File: src/core/dswk_pkg.sv
package dswk_pkg;
   // --------------------------------------------------------------
   // widths and reset values
   // --------------------------------------------------------------
   localparam int DUR_W = 32;
   localparam int LEAD_W = 10;
   localparam logic [9:0] LEAD_RST = 10'h000;
   localparam logic [9:0] RELEASE_RST = 10'h001;
   localparam logic [9:0] EXT_PULSE_RST = 10'h002;
   localparam logic [31:0] DUR_RST = 32'h0000_0000;
   // --------------------------------------------------------------
   // base slot timing
   // --------------------------------------------------------------
   localparam int SLOT_NS = 625000;
   localparam int LP_PERIOD_NS = 30518;
   // lp cycles in one 625 us slot, rounded down
   localparam int SLOT_LP_CYC = SLOT_NS / LP_PERIOD_NS;
   // --------------------------------------------------------------
   // timer states
   // --------------------------------------------------------------
   typedef enum logic [3:0] {
      DSWK_ACTIVE = 4'b0001,
      DSWK_SLEEP = 4'b0010,
      DSWK_EXPIRED = 4'b0100,
      DSWK_EXIT = 4'b1000
   } dswk_state_t;
endpackage

File: src/core/dswk_if.sv
`timescale 1ns/1ps
`default_nettype none
interface dswk_if;
   // host/power manager to core
   logic [9:0] wake_lead_cycles;
   logic [9:0] wake_release_cycles;
   logic [9:0] ext_wake_pulse_cycles;
   logic [31:0] sleep_duration_cycles;
   logic sleep_enter;
   logic ext_wake_req;
   logic ext_wake_block;
   logic core_clk_en;
   logic radio_domain_up;
   logic lp_tick;
   // core to host/power manager
   logic early_wake_irq;
   logic sleep_exit_irq;
   logic radio_powerdown_ok;
   logic in_deep_sleep;
   logic [31:0] actual_sleep_length;
   modport core (
      input wake_lead_cycles, wake_release_cycles, ext_wake_pulse_cycles,
      input sleep_duration_cycles, sleep_enter, ext_wake_req, ext_wake_block,
      input core_clk_en, radio_domain_up, lp_tick,
      output early_wake_irq, sleep_exit_irq, radio_powerdown_ok, in_deep_sleep,
      output actual_sleep_length
   );
   modport host (
      output wake_lead_cycles, wake_release_cycles, ext_wake_pulse_cycles,
      output sleep_duration_cycles, sleep_enter, ext_wake_req, ext_wake_block,
      output core_clk_en, radio_domain_up, lp_tick,
      input early_wake_irq, sleep_exit_irq, radio_powerdown_ok, in_deep_sleep,
      input actual_sleep_length
   );
endinterface
`default_nettype wire

File: src/core/dswk_core.sv
`timescale 1ns/1ps
`default_nettype none
module dswk_core #(
   parameter int DUR_W = dswk_pkg::DUR_W,
   parameter int LEAD_W = dswk_pkg::LEAD_W
) (
   input wire logic mclk_i,
   input wire logic rst_i,
   dswk_if.core lnk
);
   initial begin
      if (DUR_W != 32 || LEAD_W != 10 || LEAD_W > DUR_W) begin
         $error("dswk_core: unsupported widths");
      end
   end
   // --------------------------------------------------------------
   // state
   // --------------------------------------------------------------
   dswk_pkg::dswk_state_t state_r;
   logic [DUR_W-1:0] remain_r;
   logic [DUR_W-1:0] elapsed_r;
   logic [LEAD_W-1:0] ext_cnt_r;
   logic ext_seen_r;
   logic ewi_r;
   logic sxi_r;
   logic pdok_r;
   logic [DUR_W-1:0] len_r;
   logic [15:0] slot_cnt_r;
   logic ext_ok;
   logic [DUR_W-1:0] lead_w;
   logic [DUR_W-1:0] rel_w;
   logic in_sleep;
   assign ext_ok = lnk.ext_wake_req & ~lnk.ext_wake_block;
   assign lead_w = {{(DUR_W-LEAD_W){1'b0}}, lnk.wake_lead_cycles};
   assign rel_w = {{(DUR_W-LEAD_W){1'b0}}, lnk.wake_release_cycles};
   assign in_sleep = (state_r == dswk_pkg::DSWK_SLEEP) || (state_r == dswk_pkg::DSWK_EXPIRED);
   // --------------------------------------------------------------
   // sleep state machine
   // --------------------------------------------------------------
   always_ff @(posedge mclk_i) begin
      if (rst_i) begin
         state_r <= dswk_pkg::DSWK_ACTIVE;
      end else begin
         case (state_r)
            dswk_pkg::DSWK_ACTIVE: begin
               if (lnk.sleep_enter && !lnk.ext_wake_req) begin
                  state_r <= dswk_pkg::DSWK_SLEEP;
               end
            end
            dswk_pkg::DSWK_SLEEP: begin
               if (ext_seen_r || (lnk.lp_tick && remain_r <= 32'h0000_0001)) begin
                  state_r <= dswk_pkg::DSWK_EXPIRED;
               end
            end
            dswk_pkg::DSWK_EXPIRED: begin
               // early wake already issued before this point
               if (lnk.core_clk_en && lnk.radio_domain_up && !ewi_r) begin
                  state_r <= dswk_pkg::DSWK_EXIT;
               end
            end
            dswk_pkg::DSWK_EXIT: begin
               state_r <= dswk_pkg::DSWK_ACTIVE;
            end
            default: begin
               state_r <= dswk_pkg::DSWK_ACTIVE;
            end
         endcase
      end
   end
   // --------------------------------------------------------------
   // sleep timer and elapsed count
   // --------------------------------------------------------------
   always_ff @(posedge mclk_i) begin
      if (rst_i) begin
         remain_r <= dswk_pkg::DUR_RST;
         elapsed_r <= dswk_pkg::DUR_RST;
      end else if (state_r == dswk_pkg::DSWK_ACTIVE) begin
         remain_r <= lnk.sleep_duration_cycles;
         elapsed_r <= dswk_pkg::DUR_RST;
      end else if (in_sleep && lnk.lp_tick) begin
         if (remain_r != dswk_pkg::DUR_RST) begin
            remain_r <= remain_r - 32'h0000_0001;
         end
         elapsed_r <= elapsed_r + 32'h0000_0001;
      end
   end
   always_ff @(posedge mclk_i) begin
      if (rst_i) begin
         len_r <= dswk_pkg::DUR_RST;
      end else if (state_r == dswk_pkg::DSWK_EXIT) begin
         len_r <= elapsed_r;
      end
   end
   // --------------------------------------------------------------
   // slot timing on lp clock
   // --------------------------------------------------------------
   always_ff @(posedge mclk_i) begin
      if (rst_i) begin
         slot_cnt_r <= 16'h0000;
      end else if (in_sleep && lnk.lp_tick) begin
         if (slot_cnt_r >= 16'(dswk_pkg::SLOT_LP_CYC - 1)) begin
            slot_cnt_r <= 16'h0000;
         end else begin
            slot_cnt_r <= slot_cnt_r + 16'h0001;
         end
      end
   end
   always_ff @(posedge mclk_i) begin
      if (rst_i) begin
         pdok_r <= 1'b0;
      end else begin
         pdok_r <= (state_r == dswk_pkg::DSWK_SLEEP);
      end
   end
   // --------------------------------------------------------------
   // external wake capture
   // --------------------------------------------------------------
   always_ff @(posedge mclk_i) begin
      if (rst_i) begin
         ext_seen_r <= 1'b0;
         ext_cnt_r <= 10'h000;
      end else if (state_r == dswk_pkg::DSWK_SLEEP && ext_ok && !ext_seen_r) begin
         ext_seen_r <= 1'b1;
         ext_cnt_r <= lnk.ext_wake_pulse_cycles - lnk.wake_release_cycles;
      end else if (state_r == dswk_pkg::DSWK_ACTIVE) begin
         ext_seen_r <= 1'b0;
         ext_cnt_r <= 10'h000;
      end else if (lnk.lp_tick && ext_cnt_r != 10'h000) begin
         ext_cnt_r <= ext_cnt_r - 10'h001;
      end
   end
   // --------------------------------------------------------------
   // interrupts
   // --------------------------------------------------------------
   always_ff @(posedge mclk_i) begin
      if (rst_i) begin
         ewi_r <= 1'b0;
      end else if (state_r == dswk_pkg::DSWK_SLEEP && ext_ok && !ext_seen_r) begin
         ewi_r <= 1'b1;
      end else if (ext_seen_r) begin
         ewi_r <= (ext_cnt_r > 10'h001) || (ext_cnt_r == 10'h001 && !lnk.lp_tick);
      end else if (state_r == dswk_pkg::DSWK_SLEEP) begin
         ewi_r <= (remain_r <= lead_w) && (remain_r > rel_w);
      end else begin
         ewi_r <= 1'b0;
      end
   end
   always_ff @(posedge mclk_i) begin
      if (rst_i) begin
         sxi_r <= 1'b0;
      end else begin
         sxi_r <= (state_r == dswk_pkg::DSWK_EXIT);
      end
   end
   assign lnk.early_wake_irq = ewi_r;
   assign lnk.sleep_exit_irq = sxi_r;
   assign lnk.radio_powerdown_ok = pdok_r;
   assign lnk.in_deep_sleep = pdok_r;
   assign lnk.actual_sleep_length = len_r;
endmodule
`default_nettype wire

File: src/flat_wrapper.sv
// flat-port wrapper written by rule: the top's interface ports become plain ports
module dswk_core_flat 
#(
   parameter int DUR_W = dswk_pkg::DUR_W,
   parameter int LEAD_W = dswk_pkg::LEAD_W
)
  (mclk_i, rst_i, lnk_wake_lead_cycles, lnk_wake_release_cycles, lnk_ext_wake_pulse_cycles, lnk_sleep_duration_cycles, lnk_sleep_enter, lnk_ext_wake_req, lnk_ext_wake_block, lnk_core_clk_en, lnk_radio_domain_up, lnk_lp_tick, lnk_early_wake_irq, lnk_sleep_exit_irq, lnk_radio_powerdown_ok, lnk_in_deep_sleep, lnk_actual_sleep_length);
  dswk_if lnk_i ();
  input wire logic mclk_i;
  input wire logic rst_i;
  input wire logic [$bits(lnk_i.wake_lead_cycles)-1:0] lnk_wake_lead_cycles;
  input wire logic [$bits(lnk_i.wake_release_cycles)-1:0] lnk_wake_release_cycles;
  input wire logic [$bits(lnk_i.ext_wake_pulse_cycles)-1:0] lnk_ext_wake_pulse_cycles;
  input wire logic [$bits(lnk_i.sleep_duration_cycles)-1:0] lnk_sleep_duration_cycles;
  input wire logic [$bits(lnk_i.sleep_enter)-1:0] lnk_sleep_enter;
  input wire logic [$bits(lnk_i.ext_wake_req)-1:0] lnk_ext_wake_req;
  input wire logic [$bits(lnk_i.ext_wake_block)-1:0] lnk_ext_wake_block;
  input wire logic [$bits(lnk_i.core_clk_en)-1:0] lnk_core_clk_en;
  input wire logic [$bits(lnk_i.radio_domain_up)-1:0] lnk_radio_domain_up;
  input wire logic [$bits(lnk_i.lp_tick)-1:0] lnk_lp_tick;
  output wire logic [$bits(lnk_i.early_wake_irq)-1:0] lnk_early_wake_irq;
  output wire logic [$bits(lnk_i.sleep_exit_irq)-1:0] lnk_sleep_exit_irq;
  output wire logic [$bits(lnk_i.radio_powerdown_ok)-1:0] lnk_radio_powerdown_ok;
  output wire logic [$bits(lnk_i.in_deep_sleep)-1:0] lnk_in_deep_sleep;
  output wire logic [$bits(lnk_i.actual_sleep_length)-1:0] lnk_actual_sleep_length;
  assign lnk_i.wake_lead_cycles = lnk_wake_lead_cycles;
  assign lnk_i.wake_release_cycles = lnk_wake_release_cycles;
  assign lnk_i.ext_wake_pulse_cycles = lnk_ext_wake_pulse_cycles;
  assign lnk_i.sleep_duration_cycles = lnk_sleep_duration_cycles;
  assign lnk_i.sleep_enter = lnk_sleep_enter;
  assign lnk_i.ext_wake_req = lnk_ext_wake_req;
  assign lnk_i.ext_wake_block = lnk_ext_wake_block;
  assign lnk_i.core_clk_en = lnk_core_clk_en;
  assign lnk_i.radio_domain_up = lnk_radio_domain_up;
  assign lnk_i.lp_tick = lnk_lp_tick;
  assign lnk_early_wake_irq = lnk_i.early_wake_irq;
  assign lnk_sleep_exit_irq = lnk_i.sleep_exit_irq;
  assign lnk_radio_powerdown_ok = lnk_i.radio_powerdown_ok;
  assign lnk_in_deep_sleep = lnk_i.in_deep_sleep;
  assign lnk_actual_sleep_length = lnk_i.actual_sleep_length;
  dswk_core #(.DUR_W(DUR_W), .LEAD_W(LEAD_W)) u_core (.mclk_i(mclk_i), .rst_i(rst_i), .lnk(lnk_i));
endmodule
File: config.mk
export PLATFORM = sky130hd
export DESIGN_NAME = dswk_core_flat
export DESIGN_NICKNAME = d
export VERILOG_FILES = /design/src/core/dswk_pkg.sv /design/src/core/dswk_if.sv /design/src/core/dswk_core.sv /design/src/flat_wrapper.sv
export SDC_FILE = /design/constraint.sdc
export NUM_CORES = 1
export LEC_CHECK = 0
export BUFFER_PORTS_ARGS = -buffer_cell sky130_fd_sc_hd__buf_2
export CAP_MARGIN = 30
export CORE_ASPECT_RATIO = 1.5
export CORE_MARGIN = 1.5
export CORE_UTILIZATION = 63
export CTS_BUF_LIST = sky130_fd_sc_hd__clkbuf_8
export CTS_CLUSTER_DIAMETER = 150
export DETAILED_ROUTE_END_ITERATION = 6
export PLACE_DENSITY = 0.84
export RECOVER_POWER = 100
export SLEW_MARGIN = 10
export SYNTH_ARGS = -nofsm -noshare
export SYNTH_HDL_FRONTEND = slang
export SYNTH_SLANG_ARGS = --single-unit
File: constraint.sdc
create_clock -name mclk_i -period 7.25 [get_ports mclk_i]
set_clock_uncertainty 0.1 [all_clocks]
set_input_delay 0.3625 -clock mclk_i [delete_from_list [all_inputs] [get_ports mclk_i]]
set_output_delay 0.3625 -clock mclk_i [all_outputs]
set_load 0.1 [all_outputs]
==> results of run 1 <==
[sequential cells by signal, summed over array words and instances, names as in the netlist]
signal                          cells
u_core.ext_cnt_r                   10
u_core.lnk.early_wake_irq           1
u_core.ext_seen_r                   1
u_core.elapsed_r                   32
u_core.remain_r                    32
u_core.lnk.sleep_exit_irq           1
u_core.state_r                      4
u_core.lnk.in_deep_sleep            1
u_core.lnk.actual_sleep_length     32
[area by class of cell]
type                            instances  area [sq um]
Fill cell                             778          2550
Inverter                               29           109
Clock buffer                           20           275
Multi-Input combinational cell        600          3780
Timing Repair Buffer                  109           503
Tap cell                              115           144
Sequential cell                       114          2280
Clock inverter                         12          97.6
[per-layer routing]
metal	part of all wire, %	vias to the layer above	global-route usage [%]
met3	5.0	39	6.16
met4	3.1	0	13.6
met1	40	2822	34.0
met5	0	-	0
met2	52	194	52.9
li1	-	2945	-
[layout by cell type (no fill, tap or decap), types with 3 or more instances in the layout]
cell / n
dfxtp_1: 114
nand2_1: 101
nor2_1: 99
buf_2: 69
a21oi_1: 52
clkbuf_1: 38
a211oi_1: 34
ha_1: 34
xor2_1: 32
xnor2_1: 30
inv_1: 29
nor3_1: 29
nand3_1: 20
clkbuf_8: 20
nand4_1: 17
or3_1: 14
o21ai_0: 14
and3_1: 12
nor2b_1: 10
nor4_1: 9
a31oi_1: 7
or4_1: 6
and4_1: 5
nor4_2: 5
o21a_1: 5
inv_6: 4
clkinv_4: 4
nor3b_1: 3
and2_1: 3
o211ai_1: 3
or2_2: 3
mux2i_1: 3
nand2b_1: 3
clkinvlp_4: 3
[critical path, cell delays in order, from the launching register on]
cell	delay, ps
dfxtp_1	490
nor2b_1	150
nand2_2	80
clkbuf_1	2000
nand2b_1	990
clkbuf_1	530
nor2_1	200
[power breakdown]
group          total (W)  switching [W]  internal (W)
registers       0.000706      0.0000474      0.000659
clock network   0.000549       0.000280      0.000268
logic           0.000319       0.000183      0.000135
[path summary, 6_finish.rpt]
path                                                      endpoint  cells past startpoint                          startpoint  slack, ps
worst min-delay path                            u_core.remain_r[7]                      3        lnk_sleep_duration_cycles[7]         90
worst min register to register  u_core.lnk.actual_sleep_length[31]                      2  u_core.lnk.actual_sleep_length[31]        350
worst max-delay path                          u_core.elapsed_r[25]                      6                   u_core.state_r[2]       2630
worst max register to register                u_core.elapsed_r[25]                      6                   u_core.state_r[2]       2630
[stage by stage]
| stage | worst slack, ps | utilization [%] |
|---|---|---|
| global route | 2130 | 73.8 |
| global placement | 4320 | 70.5 |
| floorplan | 4900 | - |
| CTS | 4210 | 74.5 |
| finish | 2630 | 73.8 |
| detailed placement | 4230 | 70.7 |
[cells by family after synthesis]
logic type               Yosys count  share of synthesized area, %
buffers and inverters             67                          4.49
flip-flops                       114                          35.9
XOR/XNOR                          62                          8.55
adder cells (fa/ha/maj)           35                          7.02
multiplexers                       5                         0.887
AND/OR/NAND/NOR                  357                          28.4
AO/OA/AOI/OAI                    141                          14.7
==> run metrics, run 1 <==
CP endpoint kind=flop; Leak=roughly 2.7 nW; CP arrival=4890 ps; Post-DP HPWL=~11000 um; fraction of layout cells with a size suffix above 1=14.3%; total CTS buffers=17; Post-Syn Nets=886; num rows=44; dominant cell type by area after synthesis=dfxtp_1; area share of the largest cell type after synthesis=a little over a third; DR vias/cell=6.01; DR pass1 iterations=7; global-route wire length before repair=26100 um; Pins Over Slew Limit=70; Pwr Density=roughly 220 nW/um^2; post-route cell area=7190 sq um; Clock Tree Buf Depth=2; Netlist Area Pre-Place=roughly 6300 sq um; Initial DRC Count=324; Clock Root Buffer=clkbuf_8; antenna diode count=0; post-cts repair resize count=0; Peak VDD IR=around 0.14 mV; Synth area leaders=dfxtp_1 36%, ha_1 6.7%, nand2_1 6.0%, nor2_1 5.9%, xor2_1 4.4%; final worst path period need=4620 ps; Die ar.=10700 sq um; syn avg cell area=about 8 sq um; io pins=106; Layout Cells excl Fill=999; Seq cells post-synth=114; die width=roughly 85 um; Post-Syn Instances=a little under 800; number of enable flip-flop cells after synthesis=0; post-CTS setup repair buffer count=0; most numerous cell in the Yosys netlist=dfxtp_1; H-tree depth=4; Synth cell types=69; required time of the critical path=7520 ps; top cells by instance count after synthesis=114 x dfxtp_1, 102 x nand2_1, 99 x nor2_1; RSZ-0062 raised after global routing=false; failing checks=DRC, capacitance limit, slew limit; total power=0.00157 W; global router's overall resource usage=between 20% and 30%; vias in the first global route=5790; Fin. Hold Viols=0; Worst setup SP type=flop; HP Class=input pin to flop; Ys Warns=0; Post-Route Setup TNS=0 ps; CTS Sinks=114; Max-Cap Viols=1; dpl cell area=6890 sq um; WL final=~15000 um; critical path peak fanout=between 60 and 70; GPL Wtd Cong=0.945; WHS=approximately 94 ps; core outline area=roughly 10000 sq um; Starting Density=between 60% and 70%; clk slew on worst S/H paths=about 80 ps; Worst-Skew Late Latency=450 ps; ANT nets after route=0; nets@finish=976; layout overhead on the synthesized area=13.3%; initial antenna violation count=0; post-synthesis sequential area ratio=35.9%; total gr overflow=0; number of port buffers=105; status=finished with violations; worst slew pin tran=about 2900 ps; placed cells=967; # DRC=7; WL/cell=15.5 um; Crit Path Class=flop to flop; asr flop ratio synth=0%; CTS tree=yes; largest net degree at the start of global routing=between 80 and 90; chip height=126 um; slew margin rel.=-90.7%; routed vias=6000; Final Cycle Share=approximately 64%; Setup-failing EPs final=0; # hold bufs at CTS=0; Fmax achieved=approximately 0.22 GHz; top_reg_cell synth=dfxtp_1
Note: power is estimated with default switching activity, not from simulation.
==> inputs of run 2 (changes only) <==
--- a/config.mk
+++ b/config.mk
@@ -9,11 +9,11 @@
 export CAP_MARGIN = 30
 export CORE_ASPECT_RATIO = 1.5
 export CORE_MARGIN = 1.5
-export CORE_UTILIZATION = 63
+export CORE_UTILIZATION = 53
 export CTS_BUF_LIST = sky130_fd_sc_hd__clkbuf_8
 export CTS_CLUSTER_DIAMETER = 150
 export DETAILED_ROUTE_END_ITERATION = 6
-export PLACE_DENSITY = 0.84
+export PLACE_DENSITY = 0.75
 export RECOVER_POWER = 100
 export SLEW_MARGIN = 10
 export SYNTH_ARGS = -nofsm -noshare
==> constraint.sdc (replaced) <==
create_clock -name mclk_i -period 3.8 [get_ports mclk_i]
set_clock_uncertainty 0.1 [all_clocks]
set_input_delay 0.19 -clock mclk_i [delete_from_list [all_inputs] [get_ports mclk_i]]
set_output_delay 0.19 -clock mclk_i [all_outputs]
set_load 0.1 [all_outputs]
==> run metrics, run 2 (synthesis gave the netlist of run 1 again) <==
status=complete, no violations; slew margin rel.=21.0% (+110 points); layout overhead on the synthesized area=18.9%; Clock Root Buffer=clkbuf_8; initial antenna violation count=0 (unchanged); delay-heaviest family, CP=simple AND/OR/NAND/NOR gates; Die ar.=12700 sq um (+18%); Post-Route Setup TNS=0 ps (unchanged); crit-path max cell delay=670 ps (-1330 ps); HP Class=input pin to flop; CTS tree=yes; Max-Cap Viols=0 (-1); vias in the first global route=5973 (+3.2%); CP arrival=3280 ps (-1610 ps); post-route cell area=7550 sq um (+5.0%); flop-to-flop setup slack=730 ps (-1890 ps); total gr overflow=0 (unchanged); WL final=16400 um (+6.3%); Fmax achieved=0.326 GHz (+51%); Fin. Hold Viols=0 (unchanged); # DRC=0 (-7); number of port buffers=105 (unchanged); clk slew on worst S/H paths=80 ps (about the same); total CTS buffers=17 (unchanged); Pwr Density=424 nW/um^2 (+94%); largest net degree at the start of global routing=84 (-2.3%); critical path peak fanout=10 (-86%); Pins Over Slew Limit=0 (-100%); WHS=26.3 ps (-67.5 ps); CP Buf/Inv Count=1 (-1); Worst setup SP type=flop; Starting Density=54.8% (-10 points); Post-DP HPWL=11900 um (+6.8%); CTS Sinks=114 (unchanged); Setup-failing EPs final=0 (unchanged); DR vias/cell=5.70 (-5.1%); Final Cycle Share=80.7% (+17 points); num rows=48 (+9.1%); ANT nets after route=0 (unchanged); Worst Hold Endpoint=u_core.state_r[1]; H-tree depth=4 (unchanged); total power=0.00320 W (+100%); most frequent cells in the layout=114 x dfxtp_1, 101 x nor2_1, 101 x nand2_1; Peak VDD IR=0.245 mV (+75%); critical-path cell list=or4_1 > nor4_4 > and3_1 > clkbuf_1 > nor2_1 > a2111oi_0; CP endpoint kind=flop; Clock Tree Buf Depth=2 (unchanged); worst slew pin tran=1190 ps (-1670 ps); die width=92.4 um (+8.7%); global-route wire length before repair=26700 um (+2.1%); critical path's slowest cell=or4_1; dpl cell area=6940 sq um (+0.74%); Hold Crit Start=lnk_ext_wake_req; DR pass1 iterations=5 (-2); global router's overall resource usage=26.6% (-3.3 points); final worst path period need=3070 ps (-1560 ps); routed vias=6068 (+1.1%); antenna diode count=0 (unchanged); chip height=137 um (+8.8%); GPL Wtd Cong=0.912 (-3.5%); nets@finish=1007 (+3.2%); Worst R2R Path Depth=6 (unchanged); reg2reg end=u_core.remain_r[1]; core outline area=11600 sq um (+19%); fraction of layout cells with a size suffix above 1=13.1% (-1.1 points); WL/cell=15.4 um (-0.32%); Worst-Skew Late Latency=440 ps (about the same); WHS Path Cells=4 (+1); Leak=2.86 nW (+6.1%); commonest non-fill, non-tap cell in the layout=dfxtp_1; Initial DRC Count=254 (-22%); FF-to-FF Start=u_core.remain_r[18]; required time of the critical path=4010 ps (-3510 ps); RSZ-0062 raised after global routing=false; io pins=106 (unchanged); Crit Path Class=flop to flop
## run 2: cell types whose count changed in the layout (fill, tap and decap cells not counted), sizes merged
cell / change
clkbuf: -4
bufinv: +3
buf: +2
clkinv: -3
inv: +3
dlygate4sd3: +30
## run 2: area by class of cell
class                           count  area (sq um)
Clock buffer                       17           234
Clock inverter                     15           196
Fill cell                         981          4040
Inverter                           29           109
Multi-Input combinational cell    600          3720
Sequential cell                   114          2280
Tap cell                          150           188
Timing Repair Buffer              140           822
## run 2: power by group
group | total [W] | switching [W] | internal, W
clock network | 0.00123 | 0.000566 | 0.000668
registers | 0.00135 | 0.0000915 | 0.00126
logic | 0.000619 | 0.000344 | 0.000274
## run 2: per-layer routing
layer,up-vias,wire [um],GRT usage (%)
li1,3000,-,-
met2,193,8720,50.3
met3,54,750,5.44
met1,2821,6270,26.9
met4,0,667,13.9
met5,-,0,0
## run 2: repair_timing
| action | in CTS | in global routing |
|---|---|---|
| gates resized for setup | 0 | 0 |
| hold endpoints to repair | 30 | 0 |
| hold buffers | 30 | 0 |
| setup buffers | 0 | 0 |
## run 2: metrics by stage
step / cells / setup WS (ps) / utilization, %
finish: 1065 / 734 / 65.1
global route: 1065 / 578 / 65.1
CTS: 1065 / 1070 / 66.2
detailed placement: 1003 / 1100 / 59.9
global placement: 1002 / 1160 / 59.7
floorplan: 781 / 1450 / -
## run 2: worst max-delay path by stage
stage	from	endpoint	slack, ps	cells past startpoint
3_3_place_gp	u_core.remain_r[2]	u_core.remain_r[22]	1160	6
2_1_floorplan	u_core.remain_r[18]	u_core.remain_r[5]	1450	8
3_5_place_dp	u_core.remain_r[18]	u_core.remain_r[31]	1100	7
4_1_cts	u_core.remain_r[18]	u_core.remain_r[31]	1070	7
5_1_grt	u_core.remain_r[18]	u_core.remain_r[1]	580	6
6_report	u_core.remain_r[18]	u_core.remain_r[1]	730	6
## run 2: worst reg2reg max path, delay by kind of cell (launching register included)
family | cells | cell delay (ps)
flip-flops | 1 | 350
AO/OA/AOI/OAI | 1 | 430
AND/OR/NAND/NOR | 4 | 1660
buffers and inverters | 1 | 410
==> inputs of run 3 (changes only) <==
--- a/config.mk
+++ b/config.mk
@@ -9,11 +9,11 @@
 export CAP_MARGIN = 30
 export CORE_ASPECT_RATIO = 1.5
 export CORE_MARGIN = 1.5
-export CORE_UTILIZATION = 53
+export CORE_UTILIZATION = 59
 export CTS_BUF_LIST = sky130_fd_sc_hd__clkbuf_8
 export CTS_CLUSTER_DIAMETER = 150
 export DETAILED_ROUTE_END_ITERATION = 6
-export PLACE_DENSITY = 0.75
+export PLACE_DENSITY = 0.79
 export RECOVER_POWER = 100
 export SLEW_MARGIN = 10
 export SYNTH_ARGS = -nofsm -noshare
==> constraint.sdc (replaced) <==
create_clock -name mclk_i -period 3.14 [get_ports mclk_i]
set_clock_uncertainty 0.1 [all_clocks]
set_input_delay 0.157 -clock mclk_i [delete_from_list [all_inputs] [get_ports mclk_i]]
set_output_delay 0.157 -clock mclk_i [all_outputs]
set_load 0.1 [all_outputs]
==> run metrics, run 3 (synthesis gave the netlist of run 1 again) <==
CTS tree=yes; Leak=2.87 nW (+0.47%); Worst-Skew Late Latency=460 ps (+20 ps); vias in the first global route=6081 (+1.8%); routed vias=6156 (+1.5%); H-tree depth=4 (unchanged); CTS Sinks=114 (unchanged); WL/cell=15.5 um (+0.92%); Crit Path Class=flop to flop; GPL Wtd Cong=0.964 (+5.7%); Switching Share=32.3% (+0.94 points); internal power=0.00258 W (+17%); Sequential Power Share=42.8% (+0.7 points); commonest non-fill, non-tap cell in the layout=dfxtp_1; Starting Density=60.3% (+5.5 points); Clock Tree Buf Depth=2 (unchanged); total CTS buffers=17 (unchanged); largest net degree at the start of global routing=49 (-42%); core outline area=10500 sq um (-9.1%); most frequent cells in the layout=114 x dfxtp_1, 102 x nand2_1, 101 x nor2_1; Gate power share=20.2% (+0.9 points); antenna diode count=0 (unchanged); final core utilization=72.0% (+6.9 points); io pins=106 (unchanged); Layout Cells excl Fill=1066 (+0.094%); Pwr Density=502 nW/um^2 (+18%); Setup-failing EPs final=0 (unchanged); Initial DRC Count=305 (+20%); Pins Over Slew Limit=0 (unchanged); global-route wire length before repair=27300 um (+2.3%); RSZ-0062 raised after global routing=false; Hold Crit Start=lnk_core_clk_en; CP arrival=3120 ps (-160 ps); WL final=16600 um (+1.0%); required time of the critical path=3420 ps (-590 ps); Max-Cap Viols=0 (unchanged); DR pass1 iterations=5 (unchanged); global router's overall resource usage=30.4% (+3.8 points); ANT nets after route=0 (unchanged); initial antenna violation count=0 (unchanged); Post-Route Setup TNS=0 ps (unchanged); worst slew pin tran=1210 ps (+17.7 ps); Final Cycle Share=90.4% (+9.7 points); DR vias/cell=5.77 (+1.4%); Post-DP HPWL=11400 um (-4.2%); critical path peak fanout=10 (unchanged); Clk pwr share=37.0% (-1.6 points); total gr overflow=0 (unchanged); num rows=46 (-4.2%); slew margin rel.=19.9% (-1.2 points); placed cells=1001 (-0.20%); Clock Root Buffer=clkbuf_8; status=complete, no violations; Worst setup SP type=flop; clk slew on worst S/H paths=70 ps (about the same); Switch Pwr=0.00123 W (+23%); nets@finish=1014 (+0.70%); Peak VDD IR=0.340 mV (+39%); # DRC=0 (unchanged); Fin. Hold Viols=0 (unchanged); HP Class=input pin to flop; Die ar.=11400 sq um (-9.9%); post-CTS setup repair buffer count=0 (unchanged); FF-to-FF Start=u_core.state_r[3]; Fmax achieved=0.352 GHz (+8.0%); Crit. Startpoint=u_core.state_r[3]; number of port buffers=105 (unchanged); # hold bufs at CTS=33 (+10%); CP endpoint kind=flop; final worst path period need=2840 ps (-228 ps); fraction of layout cells with a size suffix above 1=13.7% (+0.55 points); layout overhead on the synthesized area=19.5%; chip height=130 um (-5.1%); die width=87.7 um (-5.1%); post-cts repair resize count=0 (unchanged)
[run 3: changes by cell type in the layout (fill, tap and decap cells not counted), moves of 2 or more]
| cell | before | now |
|---|---|---|
| buf_4 | 3 | 6 |
| dlygate4sd3_1 | 30 | 33 |
| nor4_2 | 0 | 3 |
| clkbuf_2 | 0 | 2 |
| nor4_1 | 14 | 12 |
[run 3: routing by layer]
metal	up-vias	wire [um]	part of all wire, %	GRT usage [%]
li1	3019	-	-	-
met1	2831	6420	39	33.2
met2	242	8580	52	53.3
met3	64	917	5.5	7.91
met4	0	655	4.0	15.6
met5	-	0	0	0
[run 3: worst max-delay path, stage by stage (launching register included)]
cell	delay (ps)
dfxtp_1	390
nor3b_1	550
and2_0	540
nand3_1	140
nor4_1	550
mux2_4	350
a31oi_1	150
[run 3: final timing paths]
kind,endpoint,slack [ps],depth (start not counted)
setup / recovery,u_core.remain_r[15],300,6
hold / removal,u_core.state_r[3],30,4
setup reg to reg,u_core.remain_r[15],300,6
hold reg to reg,u_core.lnk.actual_sleep_length[26],350,2
[run 3: metrics by stage]
step | hold slack, ps | worst slack (ps) | total power (W) | instance area (sq um)
3_5_place_dp | 343 | 569 | 0.00238 | 6950
3_3_place_gp | 338 | 670 | 0.00235 | 6950
6_report | 34.6 | 302 | 0.00381 | 7590
2_1_floorplan | 207 | 789 | 0.00218 | 6350
4_1_cts | 19.1 | 543 | 0.00381 | 7690
5_1_grt | 54.5 | 128 | 0.00399 | 7590
[run 3: final cells by class]
type / count / area, sq um
Clock buffer: 17 / 234
Clock inverter: 15 / 171
Fill cell: 885 / 2950
Inverter: 29 / 109
Multi-Input combinational cell: 600 / 3740
Sequential cell: 114 / 2280
Tap cell: 144 / 180
Timing Repair Buffer: 147 / 870
[run 3: power groups by stage]
stage          registers (W)  clock network, W  logic, W
6_report             0.00163           0.00141  0.000770
5_1_grt              0.00164           0.00150  0.000855
4_1_cts              0.00162           0.00142  0.000771
3_5_place_dp         0.00165                 0  0.000729
3_3_place_gp         0.00165                 0  0.000701
2_1_floorplan        0.00162                 0  0.000562
